[src/iwd_params.svh]
// Constants for the instruction word decoder: fields, codes, map, timing
`ifndef IWD_PARAMS_SVH
`define IWD_PARAMS_SVH

// ==========================================================
// Instruction word layout
`define IWD_WORD_W 14
`define IWD_CLASS_HI 13
`define IWD_CLASS_LO 12
`define IWD_OP_HI 11
`define IWD_OP_LO 8
`define IWD_DEST_POS 7
`define IWD_FILE_HI 6
`define IWD_FILE_W 7
`define IWD_BSEL_HI 9
`define IWD_BSEL_LO 7
`define IWD_BSEL_W 3
`define IWD_LIT8_W 8
`define IWD_LIT11_HI 10
`define IWD_LIT11_W 11
`define IWD_TEST_POS 11

// ==========================================================
// Class and operation codes
`define IWD_CLS_BYTE 2'h0
`define IWD_CLS_BIT 2'h1
`define IWD_CLS_JUMP 2'h2
`define IWD_CLS_LIT 2'h3
`define IWD_OP_CTL 4'h0
`define IWD_OP_DECSKIP 4'hB
`define IWD_OP_INCSKIP 4'hF
`define IWD_OP_LITRET 4'h4
`define IWD_CTL_RETURN 7'h08
`define IWD_CTL_RETINT 7'h09

// ==========================================================
// Register map (byte addresses) and reset values
`define IWD_ADDR_W 8
`define IWD_OFF_INSTR 8'h00
`define IWD_OFF_CTRL 8'h04
`define IWD_OFF_STATUS 8'h08
`define IWD_OFF_FIELDS 8'h0C
`define IWD_INSTR_RST 14'h0000
`define IWD_RUN_RST 1'h1
`define IWD_HSIZE_WORD 3'h2

// ==========================================================
// Sequencing: oscillator periods per instruction cycle
`define IWD_PHASES 4
`define IWD_PHASE_LAST 2'h3

`endif

[src/iwd_pkg.sv]
// Types shared by the instruction word decoder modules
`include "iwd_params.svh"

package iwd_pkg;

   // ==========================================================
   // Instruction classes
   typedef enum logic [1:0] {
      IWD_BYTE = `IWD_CLS_BYTE,
      IWD_BIT = `IWD_CLS_BIT,
      IWD_JUMP = `IWD_CLS_JUMP,
      IWD_LIT = `IWD_CLS_LIT
   } iwd_class_t;

   // ==========================================================
   // Sequencer states, Gray along idle, execute, flush
   typedef enum logic [1:0] {
      IWD_ST_IDLE = 2'b00,
      IWD_ST_EXEC = 2'b01,
      IWD_ST_FLUSH = 2'b11
   } iwd_state_t;

endpackage

[src/iwd_top.sv]
// Instruction word decoder with four-phase sequencer and register access
//
// Overview of operation
// - Take one 14-bit word, opcode plus operands
// - Byte class: file field addresses data memory
// - Destination bit clear sends result to W
// - Destination bit set writes addressed register
// - Register address is seven bits, 0x00-0x7F
// - Bit class: bit field picks one of eight
// - Bit class: file field addresses data memory
// - Literal class carries 8-bit constant, jump class 11-bit
// - Don't-care bits never change the decoded op code
// - One cycle; two if test true or PC changes (jump, return)
// - Second cycle is a no-operation flush
// - Instruction cycle lasts four clock periods
`include "iwd_params.svh"

module iwd_top (
   input wire logic core_clk,
   input wire logic nrst,
   input wire logic clkEn,
   input wire logic hsel,
   input wire logic [31:0] haddr,
   input wire logic [1:0] htrans,
   input wire logic hwrite,
   input wire logic [2:0] hsize,
   input wire logic [31:0] hwdata,
   input wire logic hready,
   output logic hreadyout,
   output logic hresp,
   output logic [31:0] hrdata,
   input wire logic condTrue,
   output logic [1:0] cyclePhase,
   output logic cycleEnd,
   output logic execActive,
   output logic nopCycle,
   output iwd_pkg::iwd_class_t execClass,
   output logic [3:0] execOp,
   output logic [`IWD_FILE_W-1:0] execFileAddr,
   output logic execToW,
   output logic execToFile,
   output logic [`IWD_BSEL_W-1:0] execBitSel,
   output logic [`IWD_LIT8_W-1:0] execLit8,
   output logic [`IWD_LIT11_W-1:0] execLit11,
   output logic execChangesPc,
   output logic execIsTest
);

   // ==========================================================
   // Bus front end
   logic regWrEn;
   logic [`IWD_ADDR_W-1:0] regWrAddr;
   logic [31:0] regWrData;
   logic [`IWD_ADDR_W-1:0] regRdAddr;
   logic [31:0] regRdData;

   iwd_ahb_slave u_bus (
      .core_clk(core_clk),
      .nrst(nrst),
      .clkEn(clkEn),
      .hsel(hsel),
      .haddr(haddr),
      .htrans(htrans),
      .hwrite(hwrite),
      .hsize(hsize),
      .hwdata(hwdata),
      .hready(hready),
      .hreadyout(hreadyout),
      .hresp(hresp),
      .hrdata(hrdata),
      .regWrEn(regWrEn),
      .regWrAddr(regWrAddr),
      .regWrData(regWrData),
      .regRdAddr(regRdAddr),
      .regRdData(regRdData)
   );

   // ==========================================================
   // Software registers
   logic [`IWD_WORD_W-1:0] instr_q;
   logic runEnable_q;
   logic pending_q;
   logic pending_d;
   logic wrInstr;
   logic wrCtrl;

   assign wrInstr = regWrEn & (regWrAddr == `IWD_OFF_INSTR);
   assign wrCtrl = regWrEn & (regWrAddr == `IWD_OFF_CTRL);

   // Only the low 14 bits are kept; upper write bits are dropped
   always_ff @(posedge core_clk or negedge nrst) begin
      if (!nrst) begin
         instr_q <= `IWD_INSTR_RST;
         runEnable_q <= `IWD_RUN_RST;
      end else if (clkEn) begin
         if (wrInstr) begin
            instr_q <= regWrData[`IWD_WORD_W-1:0];
         end
         if (wrCtrl) begin
            runEnable_q <= regWrData[0];
         end
      end
   end

   // ==========================================================
   // Decode of the waiting word
   iwd_pkg::iwd_class_t decClass;
   logic [3:0] decOp;
   logic [`IWD_FILE_W-1:0] decFile;
   logic decDest;
   logic [`IWD_BSEL_W-1:0] decBit;
   logic [`IWD_LIT8_W-1:0] decLit8;
   logic [`IWD_LIT11_W-1:0] decLit11;
   logic decChangesPc;
   logic decIsTest;

   iwd_field_decode u_dec (
      .instrWord(instr_q),
      .instrClass(decClass),
      .opCode(decOp),
      .fileAddr(decFile),
      .destFile(decDest),
      .bitSel(decBit),
      .lit8(decLit8),
      .lit11(decLit11),
      .changesPc(decChangesPc),
      .isTest(decIsTest)
   );

   // ==========================================================
   // Four-phase instruction cycle counter
   logic [1:0] phase_q;
   logic [1:0] phase_d;

   // Free running so cycle boundaries stay aligned to reset
   assign phase_d = phase_q + 2'h1;
   assign cycleEnd = clkEn & (phase_q == `IWD_PHASE_LAST);
   assign cyclePhase = phase_q;

   always_ff @(posedge core_clk or negedge nrst) begin
      if (!nrst) begin
         phase_q <= 2'h0;
      end else if (clkEn) begin
         phase_q <= phase_d;
      end
   end

   // ==========================================================
   // Sequencer
   iwd_pkg::iwd_state_t state_q;
   iwd_pkg::iwd_state_t state_d;
   logic twoCycle;
   logic canTake;
   logic take;
   logic lastTwo_q;

   // Second cycle needed for a taken test or a PC change (jump, return)
   assign twoCycle = execChangesPc | (execIsTest & condTrue);

   // A new word is accepted only on a cycle boundary
   assign canTake = (state_q != iwd_pkg::IWD_ST_EXEC) | ~twoCycle;
   assign take = cycleEnd & pending_q & runEnable_q & canTake;

   // Set wins: a write in the take cycle stays pending
   assign pending_d = wrInstr | (pending_q & ~take);

   always_comb begin
      state_d = state_q;
      if (cycleEnd) begin
         unique case (state_q)
            iwd_pkg::IWD_ST_IDLE: begin
               state_d = take ? iwd_pkg::IWD_ST_EXEC : iwd_pkg::IWD_ST_IDLE;
            end
            iwd_pkg::IWD_ST_EXEC: begin
               if (twoCycle) begin
                  state_d = iwd_pkg::IWD_ST_FLUSH;
               end else if (take) begin
                  state_d = iwd_pkg::IWD_ST_EXEC;
               end else begin
                  state_d = iwd_pkg::IWD_ST_IDLE;
               end
            end
            iwd_pkg::IWD_ST_FLUSH: begin
               state_d = take ? iwd_pkg::IWD_ST_EXEC : iwd_pkg::IWD_ST_IDLE;
            end
            default: begin
               state_d = iwd_pkg::IWD_ST_IDLE;
            end
         endcase
      end
   end

   always_ff @(posedge core_clk or negedge nrst) begin
      if (!nrst) begin
         state_q <= iwd_pkg::IWD_ST_IDLE;
         pending_q <= 1'b0;
         lastTwo_q <= 1'b0;
      end else if (clkEn) begin
         state_q <= state_d;
         pending_q <= pending_d;
         if (cycleEnd && state_q == iwd_pkg::IWD_ST_EXEC) begin
            lastTwo_q <= twoCycle;
         end
      end
   end

   // Flush cycle drives neither write strobe; the held decoded fields stay on their outputs
   assign execActive = (state_q == iwd_pkg::IWD_ST_EXEC);
   assign nopCycle = (state_q == iwd_pkg::IWD_ST_FLUSH);

   // ==========================================================
   // Decoded controls held for the whole execute cycle
   iwd_pkg::iwd_class_t cls_q;
   logic [3:0] op_q;
   logic [`IWD_FILE_W-1:0] file_q;
   logic dest_q;
   logic [`IWD_BSEL_W-1:0] bit_q;
   logic [`IWD_LIT8_W-1:0] lit8_q;
   logic [`IWD_LIT11_W-1:0] lit11_q;
   logic pcChg_q;
   logic test_q;

   always_ff @(posedge core_clk or negedge nrst) begin
      if (!nrst) begin
         cls_q <= iwd_pkg::IWD_BYTE;
         op_q <= 4'h0;
         file_q <= 7'h00;
         dest_q <= 1'b0;
         bit_q <= 3'h0;
         lit8_q <= 8'h00;
         lit11_q <= 11'h000;
         pcChg_q <= 1'b0;
         test_q <= 1'b0;
      end else if (clkEn && take) begin
         cls_q <= decClass;
         op_q <= decOp;
         file_q <= decFile;
         dest_q <= decDest;
         bit_q <= decBit;
         lit8_q <= decLit8;
         lit11_q <= decLit11;
         pcChg_q <= decChangesPc;
         test_q <= decIsTest;
      end
   end

   // Write targets gated by class and by the execute state
   assign execClass = cls_q;
   assign execOp = op_q;
   assign execFileAddr = file_q;
   assign execToW = execActive & (cls_q == iwd_pkg::IWD_BYTE) &
                    ~dest_q;
   assign execToFile = execActive & (cls_q == iwd_pkg::IWD_BYTE) &
                       dest_q;
   assign execBitSel = bit_q;
   assign execLit8 = lit8_q;
   assign execLit11 = lit11_q;
   assign execChangesPc = pcChg_q;
   assign execIsTest = test_q;

   // ==========================================================
   // Read-back mux; unmapped offsets read as zero
   logic [31:0] rdInstr;
   logic [31:0] rdCtrl;
   logic [31:0] rdStatus;
   logic [31:0] rdFields;

   assign rdInstr = {18'h00000, instr_q};
   assign rdCtrl = {31'h00000000, runEnable_q};
   assign rdStatus = {20'h00000, test_q, pcChg_q, lastTwo_q, 1'b0,
                      cls_q, state_q, phase_q, 1'b0, pending_q};
   assign rdFields = {5'h00, lit11_q, op_q, 1'b0, bit_q,
                      dest_q, file_q};
   assign regRdData = (regRdAddr == `IWD_OFF_INSTR) ? rdInstr :
                      (regRdAddr == `IWD_OFF_CTRL) ? rdCtrl :
                      (regRdAddr == `IWD_OFF_STATUS) ? rdStatus :
                      (regRdAddr == `IWD_OFF_FIELDS) ? rdFields :
                      32'h00000000;

endmodule

[src/iwd_field_decode.sv]
// Combinational split of one instruction word into class and operands
`include "iwd_params.svh"

module iwd_field_decode (
   input wire logic [`IWD_WORD_W-1:0] instrWord,
   output iwd_pkg::iwd_class_t instrClass,
   output logic [3:0] opCode,
   output logic [`IWD_FILE_W-1:0] fileAddr,
   output logic destFile,
   output logic [`IWD_BSEL_W-1:0] bitSel,
   output logic [`IWD_LIT8_W-1:0] lit8,
   output logic [`IWD_LIT11_W-1:0] lit11,
   output logic changesPc,
   output logic isTest
);

   // ==========================================================
   // Raw fields
   logic [3:0] opRaw;
   logic isByte;
   logic isBit;
   logic isJump;
   logic isLit;

   assign instrClass = iwd_pkg::iwd_class_t'(
      instrWord[`IWD_CLASS_HI:`IWD_CLASS_LO]);
   assign opRaw = instrWord[`IWD_OP_HI:`IWD_OP_LO];
   assign isByte = (instrClass == iwd_pkg::IWD_BYTE);
   assign isBit = (instrClass == iwd_pkg::IWD_BIT);
   assign isJump = (instrClass == iwd_pkg::IWD_JUMP);
   assign isLit = (instrClass == iwd_pkg::IWD_LIT);

   // Operand fields; both register classes share the address bits
   assign fileAddr = instrWord[`IWD_FILE_HI:0];
   assign destFile = isByte & instrWord[`IWD_DEST_POS];
   assign bitSel = instrWord[`IWD_BSEL_HI:`IWD_BSEL_LO];
   assign lit8 = instrWord[`IWD_LIT8_W-1:0];
   assign lit11 = instrWord[`IWD_LIT11_HI:0];

   // Operation code with don't-care positions forced to zero
   assign opCode = isByte ? opRaw :
                   isJump ? {opRaw[3], 3'h0} :
                   isBit ? {opRaw[3:2], 2'h0} :
                   opRaw[3] ? {opRaw[3:1], 1'h0} :
                   {opRaw[3:2], 2'h0};

   // Conditional tests and program counter changes
   assign isTest = (isByte & ((opRaw == `IWD_OP_DECSKIP) |
                              (opRaw == `IWD_OP_INCSKIP))) |
                   (isBit & instrWord[`IWD_TEST_POS]);
   assign changesPc = isJump |
                      (isLit & (opCode == `IWD_OP_LITRET)) |
                      (isByte & (opRaw == `IWD_OP_CTL) &
                       ~instrWord[`IWD_DEST_POS] &
                       ((fileAddr == `IWD_CTL_RETURN) |
                        (fileAddr == `IWD_CTL_RETINT)));

endmodule

[src/iwd_ahb_slave.sv]
// AHB-Lite slave front end: zero wait states while clkEn is high, registered read data
`include "iwd_params.svh"

module iwd_ahb_slave (
   input wire logic core_clk,
   input wire logic nrst,
   input wire logic clkEn,
   input wire logic hsel,
   input wire logic [31:0] haddr,
   input wire logic [1:0] htrans,
   input wire logic hwrite,
   input wire logic [2:0] hsize,
   input wire logic [31:0] hwdata,
   input wire logic hready,
   output logic hreadyout,
   output logic hresp,
   output logic [31:0] hrdata,
   output logic regWrEn,
   output logic [`IWD_ADDR_W-1:0] regWrAddr,
   output logic [31:0] regWrData,
   output logic [`IWD_ADDR_W-1:0] regRdAddr,
   input wire logic [31:0] regRdData
);

   // ==========================================================
   // Address phase qualification
   logic accept;
   logic wordOk;
   logic wrPend_q;
   logic [`IWD_ADDR_W-1:0] wrAddr_q;
   logic [31:0] hrdata_q;

   assign wordOk = (hsize == `IWD_HSIZE_WORD);
   assign accept = hsel & htrans[1] & hready & clkEn;
   assign regRdAddr = haddr[`IWD_ADDR_W-1:0];

   // Stall the bus while the core is frozen
   assign hreadyout = clkEn;
   assign hresp = 1'b0;
   assign hrdata = hrdata_q;

   // Write lands in the data phase, once hwdata is valid
   assign regWrEn = wrPend_q & clkEn;
   assign regWrAddr = wrAddr_q;
   assign regWrData = hwdata;

   // Capture address phase; read data sampled at the same edge
   always_ff @(posedge core_clk or negedge nrst) begin
      if (!nrst) begin
         wrPend_q <= 1'b0;
         wrAddr_q <= 8'h00;
         hrdata_q <= 32'h00000000;
      end else if (clkEn && hready) begin
         wrPend_q <= accept & hwrite & wordOk;
         wrAddr_q <= regRdAddr;
         if (accept && !hwrite) begin
            hrdata_q <= wordOk ? regRdData : 32'h00000000;
         end
      end
   end

endmodule

[config.mk]
export PLATFORM = sky130hd
export DESIGN_NAME = iwd_top
export DESIGN_NICKNAME = d
export VERILOG_FILES = /design/src/iwd_pkg.sv /design/src/iwd_top.sv /design/src/iwd_field_decode.sv /design/src/iwd_ahb_slave.sv
export VERILOG_INCLUDE_DIRS = /design/src
export SDC_FILE = /design/constraint.sdc
export NUM_CORES = 1
export LEC_CHECK = 0
export ABC_AREA = 1
export BUFFER_PORTS_ARGS = -buffer_cell sky130_fd_sc_hd__buf_2
export CORE_MARGIN = 8
export CORE_UTILIZATION = 48
export CTS_BUF_LIST = sky130_fd_sc_hd__clkbuf_16
export DETAILED_ROUTE_END_ITERATION = 12
export PLACE_DENSITY = 0.84
export SYNTH_ARGS = -nofsm -noshare
export SYNTH_HDL_FRONTEND = slang
export SYNTH_SLANG_ARGS = --single-unit
[constraint.sdc]
create_clock -name core_clk -period 1.9 [get_ports core_clk]
set_clock_uncertainty 0.1 [all_clocks]
set_input_delay 0.57 -clock core_clk [delete_from_list [all_inputs] [get_ports core_clk]]
set_output_delay 0.57 -clock core_clk [all_outputs]
set_load 0.01 [all_outputs]
==> flow_summary.ini, run 1 <==
[setup_path]
rrSetupSlack_ns = 0.21
crit_arrival_ns = 1.28
cp_num_buf_inv = 2
r2r_end = execOp[0]
cp_max_fo = 2
cp_slowest_cell = dfrtp_1
crit_chain = inv_2, ha_4, nand2_4, nor2_4, buf_6
worst-path-stages = 5
cp_top_family = flip-flops
r2r_cells = 7
worstSetupPathType = reg -> out
cp-end-kind = output pin
crit_path_start_kind = flip-flop
critical_path.max_stage_delay_ns = 0.40
r2r-start = state_q[0]
required_ns = 1.23

[global_route]
grt_pass1_wl_mm = 17.8
antenna_found_initial = 0
overflow = 0
grt_pass1_vias = 3520
grt_max_degree = 37
grt_usage_pct = 20.1

[clock_network]
clkTransAtPathRegs_ns = 0.06
htree_levels = 3
clockRootBuffer = clkbuf_16
cts_tree = built
cts_num_sinks = 77
cts_buffers = 9
clock_path_buffers = 2
clk_latency_ns = 0.33

[timing]
slew_viol_final = 0
finalSetupTns_ns = -0.0924
clock.fmax_mhz = 512
whs_ns = 0.0180
rsz0062_at_grt = true
finalSetupViolations = 3
period_needed_ns = 1.95
fin_ws_ns = -0.0543
hold_viol = 0
fin_crit_sh_pct = 103

[detailed_routing]
wl_mm = 10.7
wl_per_cell_um = 16.0
vias = 3439
vias_per_cell = 5.14
drc_errors = 0
detail-route-antenna-nets = 0
drt-pass1-iter-count = 7
initialDrtViolationCount = 297

[synthesis]
synth_area_sq_um = 3720
synth.area.top_cells = dfrtp_1, nand2_1, buf_4, nand3_1, inv_1
yosysSeqAreaShare_pct = 51.8
yosysTopAreaCell = dfrtp_1
synth_cell_types = 30
avgSynthCellArea_sq_um = 8.13
syn_inst = 458
synth-seq-cells = 77
yosys.area.top_type_share_pct = 51.1
synth.yosys.warnings = 0

[die]
start_util_pct = 48.9
die_h_um = 104
fp.coreArea_sq_um = 7610
die_x_um = 104
pin_count = 154
die-area_sq_um = 10800
fp-row-count = 32

[layout]
fin_nets = 642
syn2layout_area_growth_pct = 26.2
post_route_cells_drive_above_1_share_pct = 29.5
utilization_pct = 61.8
diodes = 0
fin_area_sq_um = 4700
register_area_sq_um = 1930
multiInputGateArea_sq_um = 1450
fillers = 610
finalNonFillerCells = 669

[placement]
port_buffers = 104
placedCellCount = 647
placed_cell_area_sq_um = 4300
dp_hpwl_mm = 7.54
post-place-ws_ns = 0.0473
gp_congestion = 0.892

[outcome]
status = complete, but fails checks
violations = setup timing

[flow_run]
cap_viol_max_count = 0

[hold_path]
hp-class = in -> async

[power_and_ir_drop]
p_leak_nw = 2.69
ir_drop_uv = 488
powerDensity_nw_per_um2 = 862
p_total_mw = 4.05
-- cell usage after synthesis --
| library cell | instances |
|---|---|
| clkbuf_1 | 3 |
| inv_1 | 37 |
| nand4_2 | 2 |
| xor2_1 | 1 |
| o21ai_0 | 22 |
| nor2_1 | 23 |
| nor2_8 | 1 |
| conb_1 | 1 |
| a21oi_1 | 4 |
| nor2_4 | 2 |
| inv_2 | 2 |
| nor2_2 | 3 |
| nand3_1 | 30 |
| a21boi_0 | 1 |
| ha_1 | 4 |
| or2_2 | 2 |
| dfstp_2 | 1 |
| nand4_1 | 4 |
| dfrtp_1 | 76 |
| nand3_2 | 2 |
| nor3_1 | 4 |
| nand2_1 | 180 |
| o21ai_1 | 11 |
| buf_4 | 28 |
| buf_2 | 5 |
| buf_6 | 1 |
| nand2_2 | 3 |
| o22ai_1 | 3 |
| nand2_4 | 1 |
| mux2_2 | 1 |
-- worst max-delay path by stage --
stage                           from               end  slack [ns]
after floorplan           state_q[1]        execToFile        0.23
after global placement         clkEn  u_bus.hrdata[14]        0.08
after detailed placement       clkEn  u_bus.hrdata[25]        0.05
after CTS                 state_q[1]           execToW       -0.05
after global routing      state_q[1]           execToW       -0.08
final                     state_q[1]           execToW       -0.05
-- state kept, by name (all words and copies together), names as in the netlist --
name             cells
cyclePhase           2
dest_q               1
execBitSel           2
execChangesPc        1
execClass            2
execFileAddr         6
execIsTest           1
execLit11            2
execLit8             1
execOp               4
instr_q             14
lastTwo_q            1
pending_q            1
runEnable_q          1
state_q              2
u_bus.hrdata        27
u_bus.regWrAddr      8
u_bus.wrPend_q       1
-- report_power, final --
part / leakage, nW / switching [mW] / internal, mW
clock network: 0.138 / 0.659 / 1.01
logic: 1.58 / 0.324 / 0.282
registers: 0.978 / 0.0623 / 1.72
-- area by class of cell --
type	count	share of cell area, %
sequential	77	41.0
multi-input combinational	310	30.9
timing repair buffer	125	16.0
clock buffer	9	4.79
inverter	39	3.11
tap	102	2.71
clock inverter	7	1.41
-- cell families after synthesis --
group                    count (synthesis)  share of synthesized area [%]
AND/OR/NAND/NOR                        257                           29.7
other                                    1                          0.101
multiplexers                             1                          0.302
AO/OA/AOI/OAI                           41                           5.68
adder cells (fa/ha/maj)                  4                           1.34
flip-flops                              77                           51.8
XOR/XNOR                                 1                          0.235
buffers and inverters                   76                           10.9
-- what timing repair did --
action / in CTS / in global routing
pin swaps: 1 / 2
setup endpoints to repair: 4 / 5
gates resized for setup: 12 / 5
hold buffers: 0 / 0
setup buffers: 5 / 1
-- cell usage in the layout, fill, tap and decap left out, types with 2 or more instances in the layout --
cell type and n:
buf_2 100, nor2_1 20, nand3_1 30, nand2_2 4, or2_2 2, inv_1 36
clkinv_1 3, clkinv_4 2, nand2_1 178, conb_1 6, a21oi_1 4, ha_1 2
o22ai_1 3, o21ai_0 22, buf_4 17, buf_12 4, nand3_2 2, inv_2 3
nand2_4 2, buf_6 4, clkbuf_16 9, nor2_2 4, nand4_1 4, nor2_4 4
nand4_2 2, o21ai_1 11, nor3_1 4, dfrtp_1 75
-- routing by layer --
metal | global-route usage [%] | share of wire [%] | vias up
li1 | - | - | 1613
met1 | 24.2 | 41 | 1620
met4 | 10.9 | 3.2 | 0
met2 | 32.2 | 48 | 171
met5 | 0 | 0 | -
met3 | 5.08 | 7.6 | 35
(Power assumes the default switching activity.)
==> run 2, diff against run 1 <==
--- a/config.mk
+++ b/config.mk
@@ -8,11 +8,14 @@
 export LEC_CHECK = 0
 export ABC_AREA = 1
 export BUFFER_PORTS_ARGS = -buffer_cell sky130_fd_sc_hd__buf_2
+export CAP_MARGIN = 20
 export CORE_MARGIN = 8
 export CORE_UTILIZATION = 48
 export CTS_BUF_LIST = sky130_fd_sc_hd__clkbuf_16
+export CTS_CLUSTER_DIAMETER = 30
 export DETAILED_ROUTE_END_ITERATION = 12
 export PLACE_DENSITY = 0.84
+export SKIP_LAST_GASP = 1
 export SYNTH_ARGS = -nofsm -noshare
 export SYNTH_HDL_FRONTEND = slang
 export SYNTH_SLANG_ARGS = --single-unit
==> run 2 against run 1 <==
  * The run still ends with setup timing left
  * Largest power group unchanged
  * Hold slack lost 0.0010 ns
  * Final area is 0.13% lower
  * Power down 0.24%
  * Global-route usage about the same
==> flow_summary.ini, run 2 (synthesis gave the netlist of run 1 again) <==
[outcome]
status = complete, but fails checks
violations = setup timing

[die]
fp-row-count = 32
die_h_um = 104
fp.coreArea_sq_um = 7610
die-area_sq_um = 10800
pin_count = 154
die_x_um = 104
start_util_pct = 48.9

[detailed_routing]
detail-route-antenna-nets = 0
wl_mm = 10.7
vias_per_cell = 5.22
initialDrtViolationCount = 320
wl_per_cell_um = 16.0
drt-pass1-iter-count = 5
vias = 3490
drc_errors = 0

[power_and_ir_drop]
powerDensity_nw_per_um2 = 861
ir_drop_uv = 488
p_leak_nw = 2.69

[flow_run]
cap_viol_max_count = 0

[setup_path]
cp-end-kind = output pin
worstSetupPathType = reg -> out
r2r_cells = 7
cp_max_fo = 2
rrSetupSlack_ns = 0.20
required_ns = 1.23
r2r-start = state_q[0]
crit_chain = inv_2, ha_4, nand2_4, nor2_4, buf_6
r2r_end = execOp[0]
cp_slowest_cell = dfrtp_1
critical_path.max_stage_delay_ns = 0.41
crit_arrival_ns = 1.28
crit_path_start_kind = flip-flop

[global_route]
grt_pass1_wl_mm = 17.8
grt_usage_pct = 20.0
grt_pass1_vias = 3520
grt_max_degree = 37
overflow = 0
antenna_found_initial = 0

[clock_network]
clockRootBuffer = clkbuf_16
htree_levels = 3
clock_path_buffers = 2
cts_tree = built
clkTransAtPathRegs_ns = 0.06
cts-hold-fix-buffers = 0
cts_buffers = 9
cts_num_sinks = 77
clk_latency_ns = 0.33

[placement]
dp_hpwl_mm = 7.54
port_buffers = 104
placedCellCount = 647
gp_congestion = 0.892

[layout]
fillers = 609
register_area_sq_um = 1930
syn2layout_area_growth_pct = 26.1
multiInputGateArea_sq_um = 1450
finalNonFillerCells = 669
post_route_cells_drive_above_1_share_pct = 29.5
largest_reg_flops = 27
layout_common_cells = nand2_1, buf_2, dfrtp_1, inv_1, nand3_1
final_common_cell = nand2_1
diodes = 0
fin_nets = 642

[timing]
finalSetupTns_ns = -0.116
hold_viol = 0
whs_ns = 0.0170
fin_ws_ns = -0.0509
finalSetupViolations = 4
period_needed_ns = 1.95
slew_viol_final = 0
clock.fmax_mhz = 513
rsz0062_at_grt = true
fin_crit_sh_pct = 103

[hold_path]
hp-class = in -> async
==> run 2: cell counts in the layout (fill, tap and decap cells not counted) <==
Identical to the previous run, type by type.
==> run 2: repair_timing <==
| item | in CTS | in global routing |
|---|---|---|
| buffers inserted | 5 | 1 |
| pin swaps | 1 | 2 |
| gates resized for setup | 11 | 5 |
| endpoints found under the setup margin | 4 | 5 |
| hold endpoints to repair | 0 | 0 |
==> run 2: metal layers <==
metal	track usage, %	up-vias	wire length, um
met5	0	-	0
met4	10.9	0	351
met3	4.96	38	804
met2	32.2	173	5150
met1	24.2	1664	4410
li1	-	1615	-
==> run 2: how the worst max path moves through the flow <==
stage / from / to / slack, ns / cells after the start
floorplan: state_q[1] / execToFile / 0.23 / 4
global placement: clkEn / u_bus.hrdata[14] / 0.08 / 7
detailed placement: clkEn / u_bus.hrdata[25] / 0.05 / 7
CTS: state_q[1] / execToW / -0.05 / 5
global route: state_q[1] / execToW / -0.08 / 5
finish: state_q[1] / execToW / -0.05 / 5
==> run 2: per-stage QoR <==
| step | util [%] | worst slack (ns) | total power, mW | area (sq um) |
|---|---|---|---|---|
| 5_1_grt | 61.7 | -0.0766 | 4.18 | 4690 |
| 4_1_cts | 61.3 | -0.0538 | 4.00 | 4660 |
| 2_1_floorplan | - | 0.227 | 2.02 | 3740 |
| 6_report | 61.7 | -0.0509 | 4.04 | 4690 |
| 3_3_place_gp | 56.5 | 0.0827 | 2.21 | 4300 |
| 3_5_place_dp | 56.5 | 0.0473 | 2.24 | 4300 |
==> run 2: worst max-delay path: cells and delay by family, from the launching register on <==
kind | cells | cell delay [ns]
simple gates | 2 | 0.18
flops | 1 | 0.41
buf+inv | 2 | 0.20
fa+ha+maj | 1 | 0.16
==> run 2: cell type report <==
| type | instances | share of cell area (%) |
|---|---|---|
| sequential | 77 | 41.1 |
| multi-input combinational | 310 | 30.9 |
| timing repair buffer | 125 | 15.9 |
| clock buffer | 9 | 4.80 |
| inverter | 39 | 3.12 |
| tap | 102 | 2.72 |
| clock inverter | 7 | 1.41 |
==> run 2: power by group <==
part           switching [mW]  internal, mW
sequential             0.0634          1.72
clock                   0.663          1.01
combinational           0.320         0.272
total                    1.05          3.00
